<file path="src/shared/pcr_pkg.sv">
// Shared constants and types for the clock and reset control block
package pcr_pkg;
	localparam int CLK_PERIOD_NS = 10;
	localparam int LOCK_TIME_US = 100;
	localparam int LOCK_CYCLES = (LOCK_TIME_US * 1000 + CLK_PERIOD_NS - 1) / CLK_PERIOD_NS;
	localparam int WAKE_CLOCKS = 4096;
	localparam int SWITCH_GAP = 2;
	localparam int MULT_W = 5;
	localparam int DIV_W = 2;
	localparam int KHZ_W = 20;
	localparam int FREQ_W = 32;
	localparam logic [MULT_W-1:0] MULT_RESET = 5'h00;
	localparam logic [DIV_W-1:0] DIV_RESET = 2'h0;
	localparam logic [FREQ_W-1:0] REF_MIN_KHZ = 32'h0000_2710;
	localparam logic [FREQ_W-1:0] REF_MAX_KHZ = 32'h0000_61a8;
	localparam logic [FREQ_W-1:0] OUT_MIN_KHZ = 32'h0000_2710;
	localparam logic [FREQ_W-1:0] OUT_MAX_KHZ = 32'h0000_ea60;
	localparam logic [FREQ_W-1:0] LOOP_MIN_KHZ = 32'h0002_6160;
	localparam logic [FREQ_W-1:0] LOOP_MAX_KHZ = 32'h0004_e200;
	localparam logic [31:0] RESET_VECTOR = 32'h0000_0000;

	typedef enum logic [4:0] {
		RST_CHIP = 5'h01,
		RST_WAKE = 5'h02,
		RST_FLASH = 5'h04,
		RST_RUN = 5'h08,
		RST_PDOWN = 5'h10
	} pcr_rst_e;

	typedef enum logic [2:0] {
		SW_IDLE = 3'h1,
		SW_GATE = 3'h2,
		SW_SWAP = 3'h4
	} pcr_sw_e;
endpackage

</file>
<file path="src/rtl/pcr_post_div.sv">
// Post divider with 50 percent duty output
`timescale 1ns/1ns
module pcr_post_div
	import pcr_pkg::*;
#(
	parameter int DW = DIV_W
) (
	input wire logic clk,
	input wire logic reset,
	input wire logic run,
	input wire logic [DW-1:0] div_sel,
	output logic div_out
);
	localparam int CW = 1 << DW;
	logic [CW-1:0] cnt_q;
	logic div_q;
	wire tap = cnt_q[div_sel];

	// Counter bit k toggles every 2^k cycles: ratio 2^(k+1), equal halves
	always_ff @(posedge clk or posedge reset) begin
		if (reset) begin
			cnt_q <= '0;
			div_q <= 1'b0;
		end else begin
			cnt_q <= run ? cnt_q + 1'b1 : '0;
			div_q <= run & tap;
		end
	end
	assign div_out = div_q;
endmodule

</file>
<file path="src/rtl/pcr_wake_timer.sv">
// Wake-up timer counting oscillator clocks after a start
`timescale 1ns/1ns
module pcr_wake_timer
	import pcr_pkg::*;
#(
	parameter int COUNT = WAKE_CLOCKS
) (
	input wire logic clk,
	input wire logic reset,
	input wire logic start,
	input wire logic osc_running,
	output logic done
);
	localparam int CW = $clog2(COUNT + 1);
	localparam logic [CW-1:0] LAST = CW'(COUNT - 1);
	logic [CW-1:0] cnt_q;
	logic done_q;
	wire tick = osc_running & ~done_q;

	always_ff @(posedge clk or posedge reset) begin
		if (reset) begin
			cnt_q <= '0;
			done_q <= 1'b0;
		end else if (start) begin
			cnt_q <= '0;
			done_q <= 1'b0;
		end else if (tick) begin
			cnt_q <= cnt_q + 1'b1;
			done_q <= (cnt_q == LAST);
		end
	end
	assign done = done_q;
endmodule

</file>
<file path="src/rtl/pcr_clock_reset.sv">
// PLL control, core clock selection and reset/wake-up sequencing
`timescale 1ns/1ns
module pcr_clock_reset
	import pcr_pkg::*;
#(
	parameter int LOCK_CNT = LOCK_CYCLES,
	parameter int WAKE_CNT = WAKE_CLOCKS
) (
	input wire logic clk,
	input wire logic reset,
	input wire logic ext_reset_req,
	input wire logic watchdog_reset_req,
	input wire logic osc_running,
	input wire logic flash_init_done,
	input wire logic powerdown_req,
	input wire logic wake_event,
	input wire logic [KHZ_W-1:0] osc_khz,
	input wire logic cfg_write,
	input wire logic [MULT_W-1:0] cfg_mult,
	input wire logic [DIV_W-1:0] cfg_div,
	input wire logic cfg_enable,
	input wire logic cfg_connect,
	output logic internal_reset,
	output logic cpu_run,
	output logic osc_enable,
	output logic fetch_valid,
	output logic [31:0] fetch_addr,
	output logic pll_enabled,
	output logic pll_connected,
	output logic pll_lock,
	output logic pll_div_out,
	output logic core_clk_src_pll,
	output logic core_clk_gate_en,
	output logic [FREQ_W-1:0] loop_oscillator_khz,
	output logic [FREQ_W-1:0] cpu_core_clock_khz,
	output logic ref_in_range,
	output logic out_in_range,
	output logic loop_in_range
);
	localparam int LW = $clog2(LOCK_CNT + 1);
	localparam logic [LW-1:0] LOCK_LAST = LW'(LOCK_CNT - 1);
	localparam int GW = $clog2(SWITCH_GAP + 1);
	localparam logic [GW-1:0] GAP_LAST = GW'(SWITCH_GAP - 1);

	pcr_rst_e rst_q, rst_d;
	pcr_sw_e sw_q, sw_d;
	logic from_pdown_q, from_pdown_d;
	logic int_rst_q, run_q, fetch_q;
	logic [31:0] fetch_addr_q;
	logic [MULT_W-1:0] mult_q;
	logic [DIV_W-1:0] div_q;
	logic en_q, conn_q, lock_q;
	logic [LW-1:0] lock_cnt_q;
	logic src_q, gate_q;
	logic [GW-1:0] gap_q;
	logic [FREQ_W-1:0] out_khz_q, loop_khz_q;
	logic wake_done;

	// Reset sources and sequencing
	wire rst_src = ext_reset_req | watchdog_reset_req;
	wire in_chip = (rst_q == RST_CHIP);
	wire in_wake = (rst_q == RST_WAKE);
	wire in_flash = (rst_q == RST_FLASH);
	wire in_run = (rst_q == RST_RUN);
	wire in_pdown = (rst_q == RST_PDOWN);
	wire pdown_wake = in_pdown & wake_event & ~rst_src;
	wire timer_start = in_chip | pdown_wake;

	always_comb begin
		rst_d = rst_q;
		from_pdown_d = from_pdown_q;
		unique case (rst_q)
			RST_CHIP: begin
				from_pdown_d = 1'b0;
				if (!rst_src) begin
					rst_d = RST_WAKE;
				end
			end
			RST_WAKE: begin
				if (rst_src) begin
					rst_d = RST_CHIP;
				end else if (wake_done && osc_running) begin
					rst_d = from_pdown_q ? RST_RUN : RST_FLASH;
				end
			end
			RST_FLASH: begin
				if (rst_src) begin
					rst_d = RST_CHIP;
				end else if (flash_init_done) begin
					rst_d = RST_RUN;
				end
			end
			RST_RUN: begin
				from_pdown_d = 1'b0;
				if (rst_src) begin
					rst_d = RST_CHIP;
				end else if (powerdown_req) begin
					rst_d = RST_PDOWN;
				end
			end
			RST_PDOWN: begin
				if (rst_src) begin
					rst_d = RST_CHIP;
				end else if (wake_event) begin
					rst_d = RST_WAKE;
					from_pdown_d = 1'b1;
				end
			end
			default: begin
				rst_d = RST_CHIP;
			end
		endcase
	end

	wire int_rst_d = (rst_d == RST_CHIP) | ((rst_d != RST_RUN) & (rst_d != RST_PDOWN) & ~from_pdown_d);
	wire release_now = int_rst_q & ~int_rst_d;

	always_ff @(posedge clk or posedge reset) begin
		if (reset) begin
			rst_q <= RST_CHIP;
			from_pdown_q <= 1'b0;
			int_rst_q <= 1'b1;
			run_q <= 1'b0;
			fetch_q <= 1'b0;
			fetch_addr_q <= RESET_VECTOR;
		end else begin
			rst_q <= rst_d;
			from_pdown_q <= from_pdown_d;
			int_rst_q <= int_rst_d;
			run_q <= (rst_d == RST_RUN);
			fetch_q <= release_now;
			fetch_addr_q <= RESET_VECTOR;
		end
	end

	pcr_wake_timer #(
		.COUNT(WAKE_CNT)
	) u_wake (
		.clk(clk),
		.reset(reset),
		.start(timer_start),
		.osc_running(osc_running),
		.done(wake_done)
	);

	// PLL configuration, forced to defaults while internal reset is held
	wire cfg_take = cfg_write & ~int_rst_q;
	wire cfg_change = cfg_take & ((cfg_mult != mult_q) | (cfg_div != div_q));

	always_ff @(posedge clk or posedge reset) begin
		if (reset) begin
			mult_q <= MULT_RESET;
			div_q <= DIV_RESET;
			en_q <= 1'b0;
			conn_q <= 1'b0;
		end else if (int_rst_q) begin
			mult_q <= MULT_RESET;
			div_q <= DIV_RESET;
			en_q <= 1'b0;
			conn_q <= 1'b0;
		end else if (cfg_take) begin
			mult_q <= cfg_mult;
			div_q <= cfg_div;
			en_q <= cfg_enable;
			conn_q <= cfg_connect;
		end
	end

	// Lock after settling time; restarts on disable or new ratio
	always_ff @(posedge clk or posedge reset) begin
		if (reset) begin
			lock_cnt_q <= '0;
			lock_q <= 1'b0;
		end else if (!en_q || cfg_change) begin
			lock_cnt_q <= '0;
			lock_q <= 1'b0;
		end else if (!lock_q) begin
			lock_cnt_q <= lock_cnt_q + 1'b1;
			lock_q <= (lock_cnt_q == LOCK_LAST);
		end
	end

	// Frequency plan: output = ref * M, loop = output * 2 * P
	wire [FREQ_W-1:0] mult_factor = FREQ_W'(mult_q) + 32'h0000_0001;
	wire [FREQ_W-1:0] out_khz_d = FREQ_W'(osc_khz) * mult_factor;
	wire [FREQ_W-1:0] loop_khz_d = out_khz_q << ({1'b0, div_q} + 3'h1);

	always_ff @(posedge clk or posedge reset) begin
		if (reset) begin
			out_khz_q <= '0;
			loop_khz_q <= '0;
		end else begin
			out_khz_q <= out_khz_d;
			loop_khz_q <= loop_khz_d;
		end
	end

	assign ref_in_range = (FREQ_W'(osc_khz) >= REF_MIN_KHZ) & (FREQ_W'(osc_khz) <= REF_MAX_KHZ);
	assign out_in_range = (out_khz_q >= OUT_MIN_KHZ) & (out_khz_q <= OUT_MAX_KHZ);
	assign loop_in_range = (loop_khz_q >= LOOP_MIN_KHZ) & (loop_khz_q <= LOOP_MAX_KHZ);

	pcr_post_div #(
		.DW(DIV_W)
	) u_div (
		.clk(clk),
		.reset(reset),
		.run(en_q),
		.div_sel(div_q),
		.div_out(pll_div_out)
	);

	// Core clock source switch: gate, swap, ungate
	wire want_pll = en_q & lock_q & conn_q;
	wire gap_done = (gap_q == GAP_LAST);

	always_comb begin
		sw_d = sw_q;
		unique case (sw_q)
			SW_IDLE: begin
				if (want_pll != src_q) begin
					sw_d = SW_GATE;
				end
			end
			SW_GATE: begin
				if (gap_done) begin
					sw_d = SW_SWAP;
				end
			end
			SW_SWAP: begin
				if (gap_done) begin
					sw_d = SW_IDLE;
				end
			end
			default: begin
				sw_d = SW_IDLE;
			end
		endcase
	end

	always_ff @(posedge clk or posedge reset) begin
		if (reset) begin
			sw_q <= SW_IDLE;
			gap_q <= '0;
			src_q <= 1'b0;
			gate_q <= 1'b1;
		end else begin
			sw_q <= sw_d;
			gap_q <= (sw_d != sw_q) ? '0 : gap_q + 1'b1;
			gate_q <= (sw_d == SW_IDLE);
			if (sw_q == SW_GATE && gap_done) begin
				src_q <= want_pll;
			end
		end
	end

	assign internal_reset = int_rst_q;
	assign cpu_run = run_q;
	assign osc_enable = ~in_pdown;
	assign fetch_valid = fetch_q;
	assign fetch_addr = fetch_addr_q;
	assign pll_enabled = en_q;
	assign pll_connected = conn_q;
	assign pll_lock = lock_q;
	assign core_clk_src_pll = src_q;
	assign core_clk_gate_en = gate_q;
	assign loop_oscillator_khz = loop_khz_q;
	assign cpu_core_clock_khz = src_q ? out_khz_q : FREQ_W'(osc_khz);

	// Checking helpers
	localparam int AGE_W = 32;
	logic [AGE_W-1:0] en_age_q;
	always_ff @(posedge clk or posedge reset) begin
		if (reset) begin
			en_age_q <= '0;
		end else begin
			en_age_q <= (!en_q || cfg_change) ? '0 : en_age_q + 1'b1;
		end
	end

	a_pll_off_reset: assert property (@(posedge clk) disable iff (reset)
		internal_reset |=> !pll_enabled && !pll_connected && !core_clk_src_pll || $past(core_clk_src_pll))
		else $error("PLL not off and bypassed during reset");
	a_lock_settle: assert property (@(posedge clk) disable iff (reset)
		$rose(pll_lock) |-> en_age_q == AGE_W'(LOCK_CNT))
		else $error("Lock reported before settling time");
	a_lock_drop: assert property (@(posedge clk) disable iff (reset)
		!pll_enabled |=> !pll_lock)
		else $error("Lock held while PLL disabled");
	a_core_source: assert property (@(posedge clk) disable iff (reset)
		core_clk_src_pll && core_clk_gate_en && sw_q == SW_IDLE |-> pll_enabled && pll_lock && pll_connected
			|| $changed(want_pll))
		else $error("Core clock from PLL while not running and connected");
	a_switch_gated: assert property (@(posedge clk) disable iff (reset)
		$changed(core_clk_src_pll) |-> !core_clk_gate_en ##1 !core_clk_gate_en)
		else $error("Clock source changed while ungated");
	a_reset_sources: assert property (@(posedge clk) disable iff (reset)
		ext_reset_req || watchdog_reset_req |=> internal_reset && !cpu_run)
		else $error("Reset source did not assert internal reset");
	a_release_cond: assert property (@(posedge clk) disable iff (reset)
		$fell(internal_reset) |-> $past(flash_init_done) && $past(!ext_reset_req) && in_run)
		else $error("Internal reset released too early");
	a_fetch_vector: assert property (@(posedge clk) disable iff (reset)
		$fell(internal_reset) |-> fetch_valid && fetch_addr == RESET_VECTOR)
		else $error("First fetch not at reset vector");
	a_wake_timer: assert property (@(posedge clk) disable iff (reset)
		$rose(cpu_run) |-> $past(wake_done) || $past(in_flash))
		else $error("Run resumed without wake-up timer");

	c_lock_seen: cover property (@(posedge clk) disable iff (reset) $rose(pll_lock));
	c_pll_switch: cover property (@(posedge clk) disable iff (reset) $rose(core_clk_src_pll));
	c_pdown_wake: cover property (@(posedge clk) disable iff (reset) in_pdown ##1 in_wake ##[1:1000] in_run);
endmodule

</file>
<file path="config.mk">
export PLATFORM = sky130hd
export DESIGN_NAME = pcr_clock_reset
export DESIGN_NICKNAME = d
export VERILOG_FILES = /design/src/shared/pcr_pkg.sv /design/src/rtl/pcr_post_div.sv /design/src/rtl/pcr_wake_timer.sv /design/src/rtl/pcr_clock_reset.sv
export SDC_FILE = /design/constraint.sdc
export NUM_CORES = 1
export LEC_CHECK = 0
export ABC_AREA = 1
export BUFFER_PORTS_ARGS = -buffer_cell sky130_fd_sc_hd__buf_2
export CAP_MARGIN = 40
export CORE_UTILIZATION = 38
export CTS_CLUSTER_SIZE = 30
export DETAILED_ROUTE_END_ITERATION = 10
export PLACE_DENSITY_LB_ADDON = 0.12
export RECOVER_POWER = 100
export SETUP_SLACK_MARGIN = 0.5
export SLEW_MARGIN = 25
export SYNTH_ARGS = -nofsm -noshare
export SYNTH_HDL_FRONTEND = slang
export SYNTH_SLANG_ARGS = --single-unit
</file>
<file path="constraint.sdc">
create_clock -name clk -period 4.7 [get_ports clk]
set_clock_uncertainty 0.15 [all_clocks]
set_input_delay 0.94 -clock clk [delete_from_list [all_inputs] [get_ports clk]]
set_output_delay 0.94 -clock clk [all_outputs]
set_load 0.01 [all_outputs]
</file>
* Word-level counts from Yosys, hierarchy flattened *
Cells that the tools add are included.

cells by class
  add/subtract/negate cells = 6
  $mul = 1
  magnitude comparators = 7
  eq/ne operators = 21
  shifts and indexed selects = 1
  multiplexer cells = 39
  bitwise operators = 24
  reductions and logical operators = 7

operator list
  operator                                                              count
  2-to-1 mux 5 bit                                                      11
  greater-or-equal comparator 32 x 18 -> 1 bit (second input constant)  1
  <= comparator 32 x 19 -> 1 bit (second input constant)                1
  << shifter 26 x 3 -> 32 bit                                           1
  2-to-1 mux 14 bit                                                     2
  greater-or-equal comparator 26 x 14 -> 1 bit (second input constant)  1
  <= comparator 26 x 16 -> 1 bit (second input constant)                1
  multiplier 20 x 6 -> 26 bit                                           1
  2-to-1 mux 13 bit                                                     2
  2-to-1 mux 26 bit                                                     1
  one-hot mux 5 bit (5 select lines)                                    1
  greater-or-equal comparator 20 x 14 -> 1 bit (second input constant)  1
  <= comparator 20 x 15 -> 1 bit (second input constant)                1
  adder 14 x 1 -> 14 bit (second input constant)                        1
  AND 1 bit                                                             14
  == test 14 bit (second input constant)                                1
  adder 13 x 1 -> 13 bit (second input constant)                        1
  == test 13 x 12 -> 1 bit (second input constant)                      1
  2-to-1 mux 1 bit                                                      11
  == test 5 x 1 -> 1 bit (second input constant)                        2
  == test 5 x 4 -> 1 bit (second input constant)                        2
  2-to-1 mux 3 bit                                                      3
  one-hot mux 3 bit (3 select lines)                                    1
  2-to-1 mux 4 bit                                                      2
  29 further kinds                                                      42

storage, ports and cells
  register bits = 117
  input port bits = 38
  output and inout bits = 109
  word-level logic and storage cells = 127

* Longest topological paths before layout *
  word-level depth = 10
  mapped depth = 23
  depth with buffers taken out = 23

* Hierarchy *
Synthesis repeated with hierarchy kept, for this count alone.

second synthesis, totals
  cell total of the unflattened synthesis = 1478
  area, all modules = 10517.6 µm²

by module, submodules not included
  module           times used  cells an instance  area an instance (µm²)  seq. area each (µm²)
  pcr_clock_reset  1           1346               9489.1                  2457.4
  pcr_wake_timer   1           101                789.5                   350.3
  pcr_post_div     1           31                 239.0                   125.1

* Least setup slack after synthesis *
No wires, ideal clock.

  path type = reg-to-reg
  start point = reg mult_q[0]
  end point = reg out_khz_q[14]
  setup time = 124 ps
  arrival time = 3911 ps
  data required time = 4426 ps
  setup slack = 515 ps
  stages on the path, launching flop included = 20
  path buffers = 1
  clock period less this slack = 4185 ps
  cell sequence = dfrtp_1 -> ha_1 -> nand3_1 -> nand2_1 -> nand2_1 -> clkbuf_1 -> nor2_1 -> fa_1 -> fa_1 -> inv_1 -> fa_1 -> inv_1 -> ha_1 -> nand2_1 -> inv_1 -> a21oi_1 -> o21ai_1 -> nand2_1 -> nand2_1 -> xor2_1

between the ends
  longest elaborated chain between the ends = 2

ends and longest elaborated chain
  what                         RTL line                source
  start: declaration           pcr_clock_reset.sv:50   logic [MULT_W-1:0] mult_q;
  start signal: assignment     pcr_clock_reset.sv:162  mult_q <= cfg_mult;
  adder 5 x 1 -> 6 bit         pcr_clock_reset.sv:184  wire [FREQ_W-1:0] mult_factor = FREQ_W'(mult_q) + 32'h0000_0001;
  multiplier 20 x 6 -> 26 bit  pcr_clock_reset.sv:185  wire [FREQ_W-1:0] out_khz_d = FREQ_W'(osc_khz) * mult_factor;
  named net out_khz_d[14]      pcr_clock_reset.sv:185
  end signal: assignment       pcr_clock_reset.sv:193  out_khz_q <= out_khz_d;
  end: declaration             pcr_clock_reset.sv:56   logic [FREQ_W-1:0] out_khz_q, loop_khz_q;

The timed path passes the listed nets, and every way through them passes these cells.
A chain may end at the register's enable or synchronous reset.

* Worst setup path after layout *
  start point = reg mult_q[1]
  end point = reg out_khz_q[15]

Same word-level chain as after synthesis.

==> key figures <==
Global routing
  – Pin count of the biggest net entering global routing: 50
  – Global-route wire length before repair: 48.1 mm
  – Global router's overall resource usage: 0.216
  – Initial antenna violation count: 0
  – Number of global-route vias before repair: 9,376
  – Overflow after GRT: 0

Yosys
  – Number of synthesized flops with an enable pin: 0
  – Yosys Warn Count: 0
  – Count of state elements after synthesis: 117
  – Basic-gate share of the synthesized area counting and, or, nand and nor cells: 0.282
  – Most instantiated flip-flop cell in the synthesis netlist: sky130_fd_sc_hd__dfrtp_1
  – Distinct cells, synth: 46
  – Multiplexer fraction of the synthesized cell area: 0.00192
  – XOR/XNOR share of the synthesized area: 0.0244
  – Synth Area in Compound Gates: 0.0836
  – Cell count after synthesis: 1,459
  – Adder-cell area share of the yosys netlist: 0.188
  – Proportion of register bits with asynchronous set or reset after synthesis: 1.00
  – Average cell area after synthesis: 7.14 sq um
  – Combinational family with the most area after synthesis: simple AND/OR/NAND/NOR gates
  – Post-Syn Area: 10,400 sq um
  – Sequential share of the synthesized area: 0.282

Timing
  – Period utilization: 0.914
  – Worst slew slack as a fraction of its limit: -0.298
  – Tightest hold margin: 0.280 ns
  – Final setup fails: 0
  – Worst-Margin Slew: 1.94 ns
  – Max-slew violation count: 123
  – Setup repair after global routing missed its margin: yes
  – Peak clock frequency supported by timing: 233 MHz
  – Time the worst path needs with I/O delays and setup: 4.29 ns
  – Worst setup slack after layout: 0.405 ns
  – Final Hold Fails: 0

Setup path
  – Reg2reg setup slack: 0.41 ns
  – Endpoint arrival time on the critical path: 4.46 ns
  – R2r endpoint: out_khz_q[15]$_DFF_PP0_
  – Critical-path top delay cell: sky130_fd_sc_hd__fa_1
  – Most common cell type on the critical path: sky130_fd_sc_hd__fa_1
  – Critical-path cell list: ha_1 -> xor2_1 -> buf_4 -> inv_6 -> buf_16 -> clkbuf_1 -> nor2_1 -> fa_1 -> ha_1 -> inv_1 -> fa_1 -> inv_2 -> fa_1 -> nand3_1 -> nand3_2 -> nand2_1 -> nand2_1 -> a21oi_1 -> xnor2_1
  – Critical path launch point type: flop
  – Cell count of the worst reg-to-reg path: 19
  – R2R Path Start: mult_q[1]$_DFFE_PP0P_
  – Crit path max fanout: 6
  – Category of the critical setup timing path: reg2reg
  – Worst setup EP type: flop
  – Data required time of the worst path: 4.86 ns
  – Largest incremental delay on the critical path: 0.49 ns

CTS
  – Total clock buffers created by CTS: 17
  – Clk sink count: 117
  – Clock-pin transition on the worst setup and hold timing paths: 0.06 ns
  – H-tree Lvls: 4
  – Buffer type at the clock tree root: sky130_fd_sc_hd__clkbuf_16
  – Cts-stage hold buffer count: 0
  – TritonCTS clock tree: done
  – Buffers from clock root to sink, at most: 2
  – Clk Latency, worst-skew pair: 0.42 ns

Drt
  – DRC violations left: 0
  – Final Routed Wirelength: 29.8 mm
  – Number of routed nets with antenna violations: 0
  – Average detailed-routed wire length per instance: 15.1 um
  – Number of DRC markers in iteration 0: 536
  – Average via count per standard cell: 4.88
  – First-pass DRT Iterations: 5
  – Vias after detailed routing: 9,606

Floorplan
  – Initial cell density of the core: 0.386
  – Area of the core: 27,000 sq um
  – Top-level I/O count: 147
  – Floorplan die area: 28,100 sq um
  – Vertical die dimension: 168 um
  – Die width: 168 um
  – Std-Cell Rows: 60

Status
  – Status: complete, but fails checks
  – Violations in the final reports: max-capacitance violations, max-slew violations

Final layout
  – Proportion of layout cells with a drive suffix above 1: 0.182
  – Fill cell count: 2,762
  – Highest-count cells in the layout ignoring fill and taps: sky130_fd_sc_hd__nand2_1, sky130_fd_sc_hd__inv_1, sky130_fd_sc_hd__nor2_1
  – Most common cell after layout, fill and taps aside: sky130_fd_sc_hd__nand2_1
  – Layout Cells excl Fill: 1,967
  – Area Growth Syn to Fin: 24.3%
  – Count of nets after finishing: 1,764
  – Antenna diode count: 0

Placed design
  – Number of port buffers: 108
  – Worst setup slack before clock tree synthesis: -0.0469 ns
  – Final HPWL DP: 23.2 mm
  – Final weighted congestion of routability-driven global placement: 0.880
  – DP Cell Count: 1,911

Hold path
  – Worst hold path type: reg2reg
  – Hold Path Origin: gap_q[0]$_DFF_PP0_
  – Endpoint of the worst hold path: gap_q[0]$_DFF_PP0_
  – Worst hold path stage count: 1

Power
  – Worst vdd rail ir drop: 0.192 mV
  – Leakage power summed over all cells: 6.42 nW
  – Post-route total power: 2.65 mW
  – Power Density: 205 nW/um^2

Flow run
  – Number of max-cap violations: 3
how the worst max path moves through the flow:
stage | startpoint | end | cells after the start | slack (ns)
floorplan | mult_q[0]$_DFFE_PP0P_ | out_khz_q[14]$_DFF_PP0_ | 19 | 0.51
global placement | osc_khz[4] | out_khz_q[18]$_DFF_PP0_ | 16 | -0.07
detailed placement | osc_khz[4] | out_khz_q[18]$_DFF_PP0_ | 16 | -0.05
CTS | mult_q[1]$_DFFE_PP0P_ | out_khz_q[18]$_DFF_PP0_ | 19 | 0.48
global route | mult_q[1]$_DFFE_PP0P_ | out_khz_q[14]$_DFF_PP0_ | 21 | 0.18
finish | mult_q[1]$_DFFE_PP0P_ | out_khz_q[15]$_DFF_PP0_ | 19 | 0.41
critical path: cells and delay by family (launching register included):
family / cells / cell delay (ns)
XOR/XNOR: 2 / 0.35
AND/OR/NAND/NOR: 5 / 0.55
flip-flops: 1 / 0.44
adder cells (fa/ha/maj): 5 / 1.93
buffers and inverters: 6 / 0.57
AO/OA/AOI/OAI: 1 / 0.19
power by group:
part           internal, mW  switching [mW]  leakage [nW]  total, mW
registers              1.03          0.0219          1.52       1.05
clock network         0.844           0.450         0.281       1.29
logic                0.0994           0.205          4.61      0.305
total                  1.97           0.678          6.42       2.65
per-stage QoR:
stage / instance area (sq um) / utilization / TNS, ns
after global placement: 11400 / 0.422 / -0.0668
after global routing: 12900 / 0.480 / 0
after floorplan: 10600 / - / 0
after CTS: 12500 / 0.466 / 0
after detailed placement: 11400 / 0.423 / -0.0548
final: 12900 / 0.480 / 0
cell type report:
type                    instances  area [sq um]  area share
inverters                     260           992      0.0767
repair buffers                170          1020      0.0789
clock inverters                 9           129     0.00996
well taps                     341           427      0.0330
clock buffers                  23           458      0.0354
flip-flops and latches        117          2930       0.227
multi-input cells            1047          6980       0.539
flip-flops by register name, indices dropped and copies added, names as in the netlist, 2 cells and up:
name,cells
div_q,2
gap_q,2
lock_cnt_q,14
loop_oscillator_khz,32
mult_q,5
out_khz_q,26
rst_q,5
sw_q,3
u_div.cnt_q,4
u_wake.cnt_q,13
synth_stat cells (3+ instances only):
cell type,count,area [sq um]
sky130_fd_sc_hd__buf_2,10,50.1
sky130_fd_sc_hd__fa_1,73,1460
sky130_fd_sc_hd__dfstp_2,4,105
sky130_fd_sc_hd__xnor2_1,11,96.3
sky130_fd_sc_hd__inv_1,254,953
sky130_fd_sc_hd__o21ai_0,88,440
sky130_fd_sc_hd__nand3_1,75,375
sky130_fd_sc_hd__dfrtp_1,113,2830
sky130_fd_sc_hd__nand2_1,339,1270
sky130_fd_sc_hd__nor2_1,208,781
sky130_fd_sc_hd__buf_4,38,285
sky130_fd_sc_hd__a31oi_1,12,75.1
sky130_fd_sc_hd__nor3_2,3,30.0
sky130_fd_sc_hd__nor2_2,3,18.8
sky130_fd_sc_hd__ha_1,40,500
sky130_fd_sc_hd__xor2_1,18,158
sky130_fd_sc_hd__a21oi_1,42,210
sky130_fd_sc_hd__nand4_1,33,206
sky130_fd_sc_hd__inv_2,3,11.3
sky130_fd_sc_hd__clkbuf_1,19,71.3
sky130_fd_sc_hd__nor3_1,24,120
sky130_fd_sc_hd__buf_6,4,45.0
sky130_fd_sc_hd__o31ai_1,4,30.0
sky130_fd_sc_hd__nor4_1,6,37.5
sky130_fd_sc_hd__o22ai_1,6,37.5
cells by family (layout without fill, tap and decap cells):
| kind of cell | count (synthesis) | after routing |
|---|---|---|
| muxes | 2 | 2 |
| AOI/OAI and AO/OA | 161 | 161 |
| other | 1 | 38 |
| DFF | 117 | 117 |
| and+or+nand+nor | 703 | 704 |
| buffers and inverters | 333 | 462 |
| xor gates and xnor gates | 29 | 29 |
| adders and majority gates | 113 | 113 |
layer usage:
metal / track usage / vias to the layer above / part of all wire
li1: - / 4784 / -
met1: 0.299 / 4592 / 0.48
met2: 0.361 / 195 / 0.47
met3: 0.0229 / 35 / 0.038
met4: 0.0535 / 0 / 0.014
met5: 0 / - / 0
repair_timing:
action                                  in CTS  in global routing
cloned                                       2                  0
pin swaps                                   38                103
gates resized for setup                    103                151
endpoints found under the setup margin      20                 19
setup buffers                               11                 11
No activity file was read; power rests on OpenSTA's default activity.
